$ cat src/core/rwc_pkg.sv
// Constants and types shared by the rheostat wiper control core.
package rwc_pkg;
   localparam int         WIPER_W       = 10;
   localparam int         TAPS          = 1024;
   localparam logic [9:0] MIDSCALE      = 10'h200;
   localparam int         FUSE_LOCS     = 50;
   localparam logic [5:0] FUSE_FIRST    = 6'h01;
   localparam logic [5:0] FUSE_NONE     = 6'h00;
   localparam logic [5:0] FUSE_FULL     = 6'h32;
   localparam int         CLK_HZ        = 100_000_000;
   localparam int         FUSE_WRITE_MS = 350;
   localparam int         FUSE_CYCLES   = FUSE_WRITE_MS * (CLK_HZ / 1000);
   localparam int         BUSY_W        = 26;
   localparam logic [6:0] DEV_ADDR      = 7'h2E;
   localparam logic [2:0] SYNC_RST      = 3'h7;
   localparam logic [3:0] CTRL_RST      = 4'h0;
   // Register map of the bus slave.
   localparam int         AXI_AW        = 4;
   localparam logic [3:0] REG_IRQ_STAT  = 4'h0;
   localparam logic [3:0] REG_IRQ_MASK  = 4'h4;
   localparam logic [3:0] REG_STATE     = 4'h8;
   localparam int         EV_W          = 4;
   localparam int         EV_FUSE_DONE  = 0;
   localparam int         EV_FUSE_REFD  = 1;
   localparam int         EV_RESET      = 2;
   localparam int         EV_SHDN       = 3;
   localparam logic [1:0] RESP_OKAY     = 2'h0;
   localparam logic [1:0] RESP_SLVERR   = 2'h2;

   typedef enum logic [3:0] {
      CMD_NOP = 4'h0, CMD_WR_WIPER = 4'h1, CMD_RD_WIPER = 4'h2,
      CMD_STORE = 4'h3, CMD_SOFT_RST = 4'h4, CMD_RD_FUSE = 4'h5,
      CMD_RD_LAST = 4'h6, CMD_WR_CTRL = 4'h7, CMD_RD_CTRL = 4'h8,
      CMD_SHUTDOWN = 4'h9
   } rwc_code_t;

   typedef struct packed {
      logic [1:0] pad;
      rwc_code_t  code;
      logic [9:0] data;
   } rwc_cmd_t;

   typedef struct packed {
      logic fuse_program_success;
      logic tolerance_cal_control;
      logic wiper_write_enable;
      logic fuse_program_enable;
   } rwc_ctrl_t;

   typedef enum logic [2:0] {
      ST_IDLE = 3'h0, ST_ADDR = 3'h1, ST_ADDR_ACK = 3'h2, ST_WR = 3'h3,
      ST_WR_ACK = 3'h4, ST_RD = 3'h5, ST_RD_ACK = 3'h6
   } rwc_i2c_st_t;
endpackage

$ cat src/core/rwc_core.sv
// Serial command core of a single-channel digital rheostat.
`timescale 1ns/100ps
module rwc_core #(
   parameter int FUSE_CYCLES_P = rwc_pkg::FUSE_CYCLES
) (
   input  wire logic                  aclk,          // System clock
   input  wire logic                  aresetn,       // Sync reset, low
   input  wire logic                  scl_i,         // Serial clock pin
   input  wire logic                  sda_i,         // Serial data in
   output wire logic                  sda_o,         // Serial data out
   output logic                       sda_oe_n,      // Data enable, low
   input  wire logic                  reset_pin_n,   // Reset pin, low
   output logic [rwc_pkg::TAPS-1:0]   tap_sel,       // One-hot tap
   output logic                       term_a_open,   // Terminal A off
   output logic                       tol_cal_en,    // Calibration on
   output wire logic                  irq,           // Interrupt level
   input  wire logic [3:0]            s_axi_awaddr,  // Write address
   input  wire logic                  s_axi_awvalid, // Write addr valid
   output wire logic                  s_axi_awready, // Write addr ready
   input  wire logic [31:0]           s_axi_wdata,   // Write data
   input  wire logic [3:0]            s_axi_wstrb,   // Write strobes
   input  wire logic                  s_axi_wvalid,  // Write data valid
   output wire logic                  s_axi_wready,  // Write data ready
   output logic [1:0]                 s_axi_bresp,   // Write response
   output logic                       s_axi_bvalid,  // Response valid
   input  wire logic                  s_axi_bready,  // Response ready
   input  wire logic [3:0]            s_axi_araddr,  // Read address
   input  wire logic                  s_axi_arvalid, // Read addr valid
   output wire logic                  s_axi_arready, // Read addr ready
   output logic [31:0]                s_axi_rdata,   // Read data
   output logic [1:0]                 s_axi_rresp,   // Read response
   output logic                       s_axi_rvalid,  // Read data valid
   input  wire logic                  s_axi_rready   // Read data ready
);
   // ----------------------------------------------------------------
   // Pin synchronisers
   // ----------------------------------------------------------------
   logic [2:0] sync1_reg, sync2_reg, sync3_reg, filt_reg, filt_d_reg;
   always_ff @(posedge aclk) begin
      if (!aresetn) begin
         sync1_reg  <= rwc_pkg::SYNC_RST;
         sync2_reg  <= rwc_pkg::SYNC_RST;
         sync3_reg  <= rwc_pkg::SYNC_RST;
         filt_reg   <= rwc_pkg::SYNC_RST;
         filt_d_reg <= rwc_pkg::SYNC_RST;
      end else begin
         sync1_reg  <= {reset_pin_n, sda_i, scl_i};
         sync2_reg  <= sync1_reg;
         sync3_reg  <= sync2_reg;
         filt_d_reg <= filt_reg;
         for (int i = 0; i < 3; i++) begin
            if (sync2_reg[i] == sync3_reg[i]) begin
               filt_reg[i] <= sync3_reg[i];
            end
         end
      end
   end

   logic scl_f, sda_f, scl_rise, scl_fall, start_ev, stop_ev, hw_rst_ev;
   assign scl_f     = filt_reg[0];
   assign sda_f     = filt_reg[1];
   assign scl_rise  = scl_f & ~filt_d_reg[0];
   assign scl_fall  = ~scl_f & filt_d_reg[0];
   assign start_ev  = scl_f & filt_d_reg[0] & ~sda_f & filt_d_reg[1];
   assign stop_ev   = scl_f & filt_d_reg[0] & sda_f & ~filt_d_reg[1];
   assign hw_rst_ev = ~filt_reg[2] & filt_d_reg[2];
   assign sda_o     = 1'b0;

   // ----------------------------------------------------------------
   // Serial slave
   // ----------------------------------------------------------------
   rwc_pkg::rwc_i2c_st_t st_reg;
   rwc_pkg::rwc_cmd_t    cmd_reg;
   logic [2:0]  cnt_reg;
   logic [7:0]  sh_reg, tx_reg, hi_reg, nxt_byte;
   logic        full_reg, rw_reg, mack_reg, bidx_reg, cmd_vld_reg;
   logic        busy;
   logic [15:0] rd_word_reg;

   assign nxt_byte = bidx_reg ? rd_word_reg[15:8] : rd_word_reg[7:0];

   always_ff @(posedge aclk) begin
      if (!aresetn) begin
         st_reg      <= rwc_pkg::ST_IDLE;
         cnt_reg     <= 3'h0;
         sh_reg      <= 8'h00;
         tx_reg      <= 8'h00;
         hi_reg      <= 8'h00;
         full_reg    <= 1'b0;
         rw_reg      <= 1'b0;
         mack_reg    <= 1'b0;
         bidx_reg    <= 1'b0;
         sda_oe_n    <= 1'b1;
         cmd_vld_reg <= 1'b0;
         cmd_reg     <= '0;
      end else begin
         cmd_vld_reg <= 1'b0;
         if (start_ev) begin
            st_reg   <= rwc_pkg::ST_ADDR;
            cnt_reg  <= 3'h0;
            full_reg <= 1'b0;
            bidx_reg <= 1'b0;
            sda_oe_n <= 1'b1;
         end else if (stop_ev) begin
            st_reg   <= rwc_pkg::ST_IDLE;
            sda_oe_n <= 1'b1;
         end else if (scl_rise) begin
            case (st_reg)
               rwc_pkg::ST_ADDR, rwc_pkg::ST_WR, rwc_pkg::ST_RD: begin
                  sh_reg   <= {sh_reg[6:0], sda_f};
                  cnt_reg  <= cnt_reg + 3'h1;
                  full_reg <= (cnt_reg == 3'h7);
               end
               rwc_pkg::ST_RD_ACK: mack_reg <= ~sda_f;
               default: ;
            endcase
         end else if (scl_fall) begin
            case (st_reg)
               rwc_pkg::ST_ADDR: if (full_reg) begin
                  full_reg <= 1'b0;
                  if (sh_reg[7:1] == rwc_pkg::DEV_ADDR && !busy) begin
                     st_reg   <= rwc_pkg::ST_ADDR_ACK;
                     sda_oe_n <= 1'b0;
                     rw_reg   <= sh_reg[0];
                  end else begin
                     st_reg <= rwc_pkg::ST_IDLE;
                  end
               end
               rwc_pkg::ST_ADDR_ACK: begin
                  bidx_reg <= 1'b0;
                  if (rw_reg) begin
                     st_reg   <= rwc_pkg::ST_RD;
                     tx_reg   <= rd_word_reg[15:8];
                     sda_oe_n <= rd_word_reg[15];
                  end else begin
                     st_reg   <= rwc_pkg::ST_WR;
                     sda_oe_n <= 1'b1;
                  end
               end
               rwc_pkg::ST_WR: if (full_reg) begin
                  full_reg <= 1'b0;
                  sda_oe_n <= 1'b0;
                  st_reg   <= rwc_pkg::ST_WR_ACK;
                  bidx_reg <= ~bidx_reg;
                  if (!bidx_reg) begin
                     hi_reg <= sh_reg;
                  end else begin
                     cmd_vld_reg <= 1'b1;
                     cmd_reg     <= {hi_reg, sh_reg};
                  end
               end
               rwc_pkg::ST_WR_ACK: begin
                  sda_oe_n <= 1'b1;
                  st_reg   <= rwc_pkg::ST_WR;
               end
               rwc_pkg::ST_RD: if (full_reg) begin
                  full_reg <= 1'b0;
                  sda_oe_n <= 1'b1;
                  st_reg   <= rwc_pkg::ST_RD_ACK;
               end else begin
                  tx_reg   <= {tx_reg[6:0], 1'b0};
                  sda_oe_n <= tx_reg[6];
               end
               rwc_pkg::ST_RD_ACK: if (mack_reg) begin
                  st_reg   <= rwc_pkg::ST_RD;
                  bidx_reg <= ~bidx_reg;
                  tx_reg   <= nxt_byte;
                  sda_oe_n <= nxt_byte[7];
               end else begin
                  st_reg <= rwc_pkg::ST_IDLE;
               end
               default: ;
            endcase
         end
      end
   end

   // ----------------------------------------------------------------
   // Command execution
   // ----------------------------------------------------------------
   rwc_pkg::rwc_ctrl_t ctrl_reg;
   logic [9:0]  wiper_code_register;
   logic [9:0]  fuse_memory [1:rwc_pkg::FUSE_LOCS];
   logic [5:0]  last_loc_reg;
   logic [rwc_pkg::BUSY_W-1:0] busy_cnt_reg;
   logic        shdn_reg, reload_pend_reg;
   logic        is_cmd [16];
   logic        rst_ev, store_ok, store_refd, fuse_done;
   logic [9:0]  reload_val;

   always_comb begin
      for (int i = 0; i < 16; i++) begin
         is_cmd[i] = cmd_vld_reg && (cmd_reg.code == 4'(i));
      end
   end

   assign rst_ev     = is_cmd[rwc_pkg::CMD_SOFT_RST] | hw_rst_ev
                       | reload_pend_reg;
   assign reload_val = (last_loc_reg == rwc_pkg::FUSE_NONE) ?
                       rwc_pkg::MIDSCALE : fuse_memory[last_loc_reg];
   assign store_ok   = is_cmd[rwc_pkg::CMD_STORE]
                       && ctrl_reg.fuse_program_enable
                       && last_loc_reg != rwc_pkg::FUSE_FULL;
   assign store_refd = is_cmd[rwc_pkg::CMD_STORE] & ~store_ok;
   assign busy       = (busy_cnt_reg != '0);
   assign fuse_done  = (busy_cnt_reg == rwc_pkg::BUSY_W'(1));

   // Power-up leaves midscale for one cycle before the fuse restore.
   always_ff @(posedge aclk) begin
      if (!aresetn) begin
         wiper_code_register <= rwc_pkg::MIDSCALE;
         reload_pend_reg     <= 1'b1;
      end else begin
         reload_pend_reg <= 1'b0;
         if (rst_ev) begin
            wiper_code_register <= reload_val;
         end else if (is_cmd[rwc_pkg::CMD_WR_WIPER]
                      && ctrl_reg.wiper_write_enable) begin
            wiper_code_register <= cmd_reg.data;
         end
      end
   end

   // Fuse slots are not cleared by reset: they stand for nonvolatile cells.
   always_ff @(posedge aclk) begin
      if (!aresetn) begin
         last_loc_reg <= rwc_pkg::FUSE_NONE;
         busy_cnt_reg <= '0;
      end else begin
         if (store_ok) begin
            fuse_memory[last_loc_reg + rwc_pkg::FUSE_FIRST]
               <= wiper_code_register;
            last_loc_reg <= last_loc_reg + rwc_pkg::FUSE_FIRST;
            busy_cnt_reg <= rwc_pkg::BUSY_W'(FUSE_CYCLES_P);
         end else if (busy) begin
            busy_cnt_reg <= busy_cnt_reg - rwc_pkg::BUSY_W'(1);
         end
      end
   end

   always_ff @(posedge aclk) begin
      if (!aresetn) begin
         ctrl_reg <= rwc_pkg::CTRL_RST;
      end else begin
         // calibration bit written with both enables
         if (is_cmd[rwc_pkg::CMD_WR_CTRL]) begin
            ctrl_reg.fuse_program_enable   <= cmd_reg.data[0];
            ctrl_reg.wiper_write_enable    <= cmd_reg.data[1];
            ctrl_reg.tolerance_cal_control <= cmd_reg.data[2];
         end
         if (fuse_done) begin
            ctrl_reg.fuse_program_success <= 1'b1;
         end else if (store_ok | store_refd) begin
            ctrl_reg.fuse_program_success <= 1'b0;
         end
      end
   end

   always_ff @(posedge aclk) begin
      if (!aresetn) begin
         shdn_reg    <= 1'b0;
         rd_word_reg <= 16'h0000;
      end else begin
         if (rst_ev) begin
            shdn_reg <= 1'b0;
         end else if (is_cmd[rwc_pkg::CMD_SHUTDOWN]) begin
            shdn_reg <= cmd_reg.data[0];
         end
         if (is_cmd[rwc_pkg::CMD_RD_WIPER]) begin
            rd_word_reg <= {6'h00, wiper_code_register};
         end else if (is_cmd[rwc_pkg::CMD_RD_FUSE]) begin
            rd_word_reg <= (cmd_reg.data[5:0] == rwc_pkg::FUSE_NONE ||
                            cmd_reg.data[5:0] > last_loc_reg) ? 16'h0000 :
                           {6'h00, fuse_memory[cmd_reg.data[5:0]]};
         end else if (is_cmd[rwc_pkg::CMD_RD_LAST]) begin
            rd_word_reg <= {10'h000, last_loc_reg};
         end else if (is_cmd[rwc_pkg::CMD_RD_CTRL]) begin
            rd_word_reg <= {12'h000, ctrl_reg};
         end
      end
   end

   always_ff @(posedge aclk) begin
      if (!aresetn) begin
         term_a_open <= 1'b0;
         tol_cal_en  <= 1'b1;
      end else begin
         term_a_open <= shdn_reg;
         tol_cal_en  <= ~ctrl_reg.tolerance_cal_control;
      end
   end

   for (genvar t = 0; t < rwc_pkg::TAPS; t++) begin : g_tap
      always_ff @(posedge aclk) begin
         if (!aresetn) begin
            tap_sel[t] <= (rwc_pkg::MIDSCALE == 10'(t));
         end else begin
            tap_sel[t] <= (wiper_code_register == 10'(t));
         end
      end
   end

   // ----------------------------------------------------------------
   // Bus slave and interrupts
   // ----------------------------------------------------------------
   logic [3:0]  awaddr_reg;
   logic [31:0] wdata_reg;
   logic        aw_hold_reg, w_hold_reg, wstrb0_reg, wr_do;
   logic [rwc_pkg::EV_W-1:0] irq_stat_reg, irq_mask_reg, ev, clr;
   logic [31:0] rd_mux;

   assign s_axi_awready = ~aw_hold_reg & ~s_axi_bvalid;
   assign s_axi_wready  = ~w_hold_reg & ~s_axi_bvalid;
   assign s_axi_arready = ~s_axi_rvalid;
   assign wr_do         = aw_hold_reg & w_hold_reg;
   assign irq           = |(irq_stat_reg & irq_mask_reg);
   assign ev  = {is_cmd[rwc_pkg::CMD_SHUTDOWN] & (shdn_reg != cmd_reg.data[0]),
                 rst_ev, store_refd, fuse_done};
   assign clr = (wr_do && wstrb0_reg && awaddr_reg == rwc_pkg::REG_IRQ_STAT)
                ? wdata_reg[rwc_pkg::EV_W-1:0] : '0;

   always_comb begin
      case ({s_axi_araddr[3:2], 2'b00})
         rwc_pkg::REG_IRQ_STAT: rd_mux = {28'h0, irq_stat_reg};
         rwc_pkg::REG_IRQ_MASK: rd_mux = {28'h0, irq_mask_reg};
         rwc_pkg::REG_STATE:    rd_mux = {10'h000, last_loc_reg, busy,
                                          shdn_reg, ctrl_reg,
                                          wiper_code_register};
         default:               rd_mux = 32'h0000_0000;
      endcase
   end

   always_ff @(posedge aclk) begin
      if (!aresetn) begin
         aw_hold_reg  <= 1'b0;
         w_hold_reg   <= 1'b0;
         awaddr_reg   <= 4'h0;
         wdata_reg    <= 32'h0000_0000;
         wstrb0_reg   <= 1'b0;
         s_axi_bvalid <= 1'b0;
         s_axi_bresp  <= rwc_pkg::RESP_OKAY;
      end else begin
         if (s_axi_awvalid && s_axi_awready) begin
            aw_hold_reg <= 1'b1;
            awaddr_reg  <= {s_axi_awaddr[3:2], 2'b00};
         end
         if (s_axi_wvalid && s_axi_wready) begin
            w_hold_reg <= 1'b1;
            wdata_reg  <= s_axi_wdata;
            wstrb0_reg <= s_axi_wstrb[0];
         end
         if (wr_do) begin
            aw_hold_reg  <= 1'b0;
            w_hold_reg   <= 1'b0;
            s_axi_bvalid <= 1'b1;
            s_axi_bresp  <= (awaddr_reg == rwc_pkg::REG_IRQ_STAT ||
                             awaddr_reg == rwc_pkg::REG_IRQ_MASK ||
                             awaddr_reg == rwc_pkg::REG_STATE) ?
                            rwc_pkg::RESP_OKAY : rwc_pkg::RESP_SLVERR;
         end else if (s_axi_bvalid && s_axi_bready) begin
            s_axi_bvalid <= 1'b0;
         end
      end
   end

   always_ff @(posedge aclk) begin
      if (!aresetn) begin
         s_axi_rvalid <= 1'b0;
         s_axi_rdata  <= 32'h0000_0000;
         s_axi_rresp  <= rwc_pkg::RESP_OKAY;
      end else if (s_axi_arvalid && s_axi_arready) begin
         s_axi_rvalid <= 1'b1;
         s_axi_rdata  <= rd_mux;
         s_axi_rresp  <= (s_axi_araddr[3:2] == 2'h3) ?
                         rwc_pkg::RESP_SLVERR : rwc_pkg::RESP_OKAY;
      end else if (s_axi_rready) begin
         s_axi_rvalid <= 1'b0;
      end
   end

   // A new event wins over a clear landing in the same cycle.
   always_ff @(posedge aclk) begin
      if (!aresetn) begin
         irq_stat_reg <= '0;
         irq_mask_reg <= '0;
      end else begin
         irq_stat_reg <= (irq_stat_reg & ~clr) | ev;
         if (wr_do && wstrb0_reg && awaddr_reg == rwc_pkg::REG_IRQ_MASK) begin
            irq_mask_reg <= wdata_reg[rwc_pkg::EV_W-1:0];
         end
      end
   end
endmodule

$ cat config.mk
export PLATFORM = sky130hd
export DESIGN_NAME = rwc_core
export DESIGN_NICKNAME = d
export VERILOG_FILES = /design/src/core/rwc_pkg.sv /design/src/core/rwc_core.sv
export SDC_FILE = /design/constraint.sdc
export NUM_CORES = 2
export LEC_CHECK = 0
export ABC_AREA = 1
export ABC_CLOCK_PERIOD_IN_PS = 2100
export BUFFER_PORTS_ARGS = -buffer_cell sky130_fd_sc_hd__buf_2
export CELL_PAD_IN_SITES_DETAIL_PLACEMENT = 0
export CELL_PAD_IN_SITES_GLOBAL_PLACEMENT = 2
export CORE_UTILIZATION = 30
export CTS_CLUSTER_SIZE = 25
export DETAILED_ROUTE_END_ITERATION = 10
export GPL_ROUTABILITY_DRIVEN = 0
export PLACE_DENSITY = 0.75
export SETUP_SLACK_MARGIN = 0.4
export SYNTH_ARGS = -nofsm -noshare
export SYNTH_HDL_FRONTEND = slang
export SYNTH_SLANG_ARGS = --single-unit
export TNS_END_PERCENT = 10
$ cat constraint.sdc
create_clock -name aclk -period 2.1 [get_ports aclk]
set_input_delay 0.315 -clock aclk [delete_from_list [all_inputs] [get_ports aclk]]
set_output_delay 0.315 -clock aclk [all_outputs]
set_load 0.1 [all_outputs]
# Word level (Yosys, flattened, before mapping)
# Memories as Yosys holds them, arrays and structs flattened. A register that Yosys moved wholly into a read port is not among the register bits.
# Cells that the tools add are included.
[op_classes]
muxes = 59
bitwise = 39
n_shift = 0
add_sub_neg = 3
reduce_logical = 64
n_lt_le_gt_ge = 1
n_eq_ne = 1064
n_div = 0
n_mul = 0
[op_table]
columns = ["cell", "n"]
rows = [
  ["10-bit == test (second input constant)", 512],
  ["10-bit by 9-bit == test with 1-bit output (second input constant)", 256],
  ["10-bit by 8-bit == test with 1-bit output (second input constant)", 128],
  ["10-bit by 7-bit == test with 1-bit output (second input constant)", 64],
  ["10-bit by 6-bit == test with 1-bit output (second input constant)", 32],
  ["10-bit by 5-bit == test with 1-bit output (second input constant)", 16],
  ["10-bit by 4-bit == test with 1-bit output (second input constant)", 8],
  ["22-bit case mux with 3 select lines", 1],
  ["26-bit two-way mux", 2],
  ["10-bit two-way mux", 5],
  ["16-bit two-way mux", 3],
  ["10-bit by 3-bit == test with 1-bit output (second input constant)", 4],
  ["7-bit AND reduction", 4],
  ["1-bit two-way mux", 27],
  ["26-bit by 1-bit == test with 1-bit output (second input constant)", 1],
  ["26-bit nonzero test", 1],
  ["26-bit by 1-bit subtractor with 26-bit output (second input constant)", 1],
  ["6-bit two-way mux", 4],
  ["7-bit two-way mux", 3],
  ["7-bit case mux with 3 select lines", 1],
  ["10-bit by 2-bit == test with 1-bit output (second input constant)", 2],
  ["1-bit logical AND", 20],
  ["1-bit NOT", 19],
  ["2-bit inequality test (second input constant)", 9],
  ["50 further kinds", 107],
]
[word_totals]
ff_bits = 1207
mem_bits_rw = 500
latch_bits = 0
memories = 1
input_bits = 54
out_inout_bits = 1070
rom_bits = 0
[memory_table]
columns = ["name", "depth", "width", "rd", "rd_clocked_by_memory_dff", "wr", "line_no", "source"]
rows = [
  ["fuse_memory", 50, 10, 2, 2, 1, "rwc_core.sv:183", "logic [9:0] fuse_memory [1:rwc_pkg::FUSE_LOCS];"],
]

# Logic depth before layout (Yosys ltp)
[depth]
depth_word = 10
depth_mapped = 15

# Least setup slack after synthesis
# Ideal clock, no wire load.
[synth_timing]
kind = "register -> register"
startpoint = "register s_axi_bvalid"
endpoint = "register wdata_reg[0]"
path_stages_with_launch = 5
synth_period_minus_slack_ns = 2.965
required_time_ns = 1.973
setup_slack_ns = -0.865
arrival_time_ns = 2.838
cell_sequence = "dfxtp_1 nor2_1 nand2_1 o21ai_0 a21oi_1"
[synth_via]
elab_chain_len = 3
[synth_rtl]
columns = ["element", "line_no", "source"]
rows = [
  ["from (decl)", "rwc_core.sv:25", "output logic s_axi_bvalid,"],
  ["from (signal assigned)", "rwc_core.sv:340", "s_axi_bvalid <= 1'b0;"],
  ["from (signal assigned)", "rwc_core.sv:355", "s_axi_bvalid <= 1'b1;"],
  ["from (signal assigned)", "rwc_core.sv:361", "s_axi_bvalid <= 1'b0;"],
  ["1-bit NOT", "rwc_core.sv:313", "assign s_axi_wready = ~w_hold_reg & ~s_axi_bvalid;"],
  ["1-bit AND", "rwc_core.sv:313", ""],
  ["via s_axi_wready", "rwc_core.sv:23", "output wire logic s_axi_wready,"],
  ["1-bit logical AND", "rwc_core.sv:347", "if (s_axi_wvalid && s_axi_wready) begin"],
  ["to (signal assigned)", "rwc_core.sv:349", "wdata_reg <= s_axi_wdata;"],
  ["to (decl)", "rwc_core.sv:307", "logic [31:0] wdata_reg;"],
]
# The timed path passes the listed nets, and every way through them passes these cells.
# A chain may end at the register's enable or synchronous reset.

==> qor.csv <==
stage,metric,value,unit
synth,synthSimpleGateAreaFrac,20.0,%
route,vias,53400,
cells_and_area,stdcell_area,85200,um^2
synth,ys_warn_count,0,
timing,finalHoldViolCount,0,
cells_and_area,layout_commonest_cell,nor2_1,
cells_and_area,largest_register_ffs,1024,
synth,synth_edf_count,500,
global_route,antenna_found_initial,32,
floorplan,initial_utilization,30.2,%
worst_setup_path,crit_arrival,2.92,ns
synth,synth_compound_area_share,8.00,%
worst_setup_path,cp.required,2.86,ns
hold_path,hp-class,in2reg,
global_route,grt_first_pass_wirelength,411000,um
route,top_layer,met5,
global_route,grtUsageTotal,30.0,%
timing,drv_slew,0,
worst_setup_path,crit_path_start_kind,flop,
timing,fin_ws,-0.0601,ns
timing,skew,0.0750,ns
worst_setup_path,cp_max_fo,10,
run_status,status,finished with violations,
route,dr.pass1.iters,6,
cts,cts_root_buffer,clkbuf_16,
floorplan,rows,162,
floorplan,io_pins,1124,
cells_and_area,areaGrowthSynthToFinish,44.3,%
floorplan,die_h,446,um
floorplan,die_w,446,um
route,drc,0,
power_and_ir_drop,p_per_area,848,nW/um^2
route,route.detailed.wl_per_inst,29.2,um
timing,slew_headroom,43.9,%
synth,synth_top_area_cell,dfxtp_1,
synth,ys_seq_elements,1701,
synth,yosysTopAreaCellShare,40.7,%
synth,synth_area_per_cell,9.50,um^2
route,drt_iter0_drc,5537,
worst_setup_path,path_class,reg2reg,
synth,yosys.area_share.adder,0.297,%
route,routedLengthMet1,124000,um
cells_and_area,final_util,43.6,%
route,ant_nets,0,
worst_setup_path,cp-end-kind,flop,
synth,synth.area.top_cells,"dfxtp_1 41%, edfxtp_1 25%, nor2_1 8.9%",
synth,synth_top_family_by_area,simple AND/OR/NAND/NOR gates,
timing,rsz0062_at_grt,true,
synth,synth-xor-area-share,0.252,%
synth,ys.flop_type,dfxtp_1,
cells_and_area,drive_gt1_share,34.1,%
cells_and_area,final_cell_mix,"1,293 x nor2_1, 1,114 x dfxtp_1, 1,012 x buf_2",
synth,synthMuxAreaShare,0,%
route,wl_met3,32800,um
power_and_ir_drop,vdd_ir_drop_max,840,uV
route,routed_via_density,4.99,
floorplan,dieArea,199000,um^2
cts,htreeDepth,4,
cells_and_area,final_nets,7972,
cts,clkTransAtPathRegs,0.06,ns
power_and_ir_drop,fin_total_pwr,72.3,mW
job,maxCapViolations,0,
timing,setup_tns,-0.220,ns
timing,fmax,0.463,GHz
synth,syn_inst,6213,
cts,clock-sinks,1701,
power_and_ir_drop,p_leak,35.7,nW
global_route,grt_max_degree,120,
run_status,violations,setup timing,
synth,synth_area,59000,um^2
route,met2_length,140000,um
timing,worst_slew_pin_slew,0.837,ns
floorplan,core,195000,um^2
cts,cts_max_path_buffers,3,
route,totalWireLength,312000,um
global_route,overflow,0,
place,place_area,73500,um^2
timing,fin_crit_sh,103,%
cts,cts_tree,built,
place,hpwl,232000,um
place,port_buffers,1075,
timing,setup_viol,10,
synth,synth_cell_types,48,
cts,clk_latency,0.85,ns
timing,period_needed,2.16,ns
cts,cts_buffers,183,
synth,synthArstFlopShare,0,%
synth,ys_seq_area_share,66.1,%
global_route,grt_pass1_vias,50200,
-- power breakdown --
part	internal [mW]	switching (mW)
Combinational	1.63	3.13
Sequential	34.0	0.266
Clock	19.0	14.3
Total	54.6	17.6
-- layer usage --
metal,up-vias,track usage [%]
met4,2,12.8
met5,-,0
met2,2578,46.6
met3,441,10.8
li1,23800,-
met1,26500,37.4
-- cell families after synthesis --
group,count (synthesis)
AOI/OAI and AO/OA,850
adders and majority gates,14
DFF,1701
xor gates and xnor gates,17
other,1
buffers and inverters,709
and+or+nand+nor,2921
-- worst max-delay path: stages (launching register included) --
cell	delay, ns
dfxtp_4	0.50
buf_16	0.22
buf_12	0.15
o21ai_0	0.08
o211ai_1	0.35
nand3_1	0.20
nand3_1	0.17
nand3_1	0.10
nand2_2	0.11
nand2_1	0.07
a21oi_2	0.12
-- layout make-up --
type | instances | area (um^2)
timing repair inverter | 1 | 16.3
fill | 19100 | 110000
inverter | 311 | 1230
tap | 2624 | 3280
clock buffer | 244 | 5090
antenna | 22 | 55.1
multi-input combinational | 3815 | 19500
sequential | 1701 | 39300
timing repair buffer | 1891 | 15700
clock inverter | 89 | 1040
-- stage by stage --
| step | instances | hold slack, ns | setup slack (ns) |
|---|---|---|---|
| 3_3_place_gp | 10200 | 0.400 | -0.437 |
| 2_1_floorplan | 6225 | 0.385 | 0.135 |
| 5_1_grt | 10700 | 0.209 | -0.107 |
| 3_5_place_dp | 10200 | 0.405 | -0.405 |
| 4_1_cts | 10600 | 0.180 | -0.00796 |
| 6_report | 10700 | 0.245 | -0.0601 |
-- timing repair --
action / 4_1_cts / 5_1_grt
endpoints found under the setup margin: 2394 / 2459
endpoints found under the hold margin: 40 / 0
resized for setup: 568 / 367
hold buffers: 31 / 0
gates cloned: 17 / 15
pin swaps: 61 / 134
buffers inserted: 59 / 47
-- path summary, 6_finish.rpt --
path / start / to / slack [ns] / depth (start not counted)
worst max-delay path: flop / wiper_code_register[1]$_SDFFE_PN0P_ / -0.06 / 10
worst max register to register: flop / wiper_code_register[1]$_SDFFE_PN0P_ / -0.06 / 10
worst min-delay path: reset_pin_n / sync1_reg[2]$_SDFF_PN1_ / 0.25 / 3
worst min register to register: sync1_reg[2]$_SDFF_PN1_ / sync2_reg[2]$_SDFF_PN1_ / 0.42 / 1
-- cell usage after synthesis, drive strengths merged (6+ instances only) --
library cell and n:
xnor2 8, edfxtp 500, nand2 930, dfxtp 1201
ha 14, or2 25, a21oi 276, buf 195
xor2 9, nor3 9, inv 309, clkbuf 203
a22oi 19, o22ai 8, nand3 532, o21ai 388
nor4 6, nand4 14, nor2 1401, o211ai 138
Note: power is estimated with default switching activity, not from simulation.
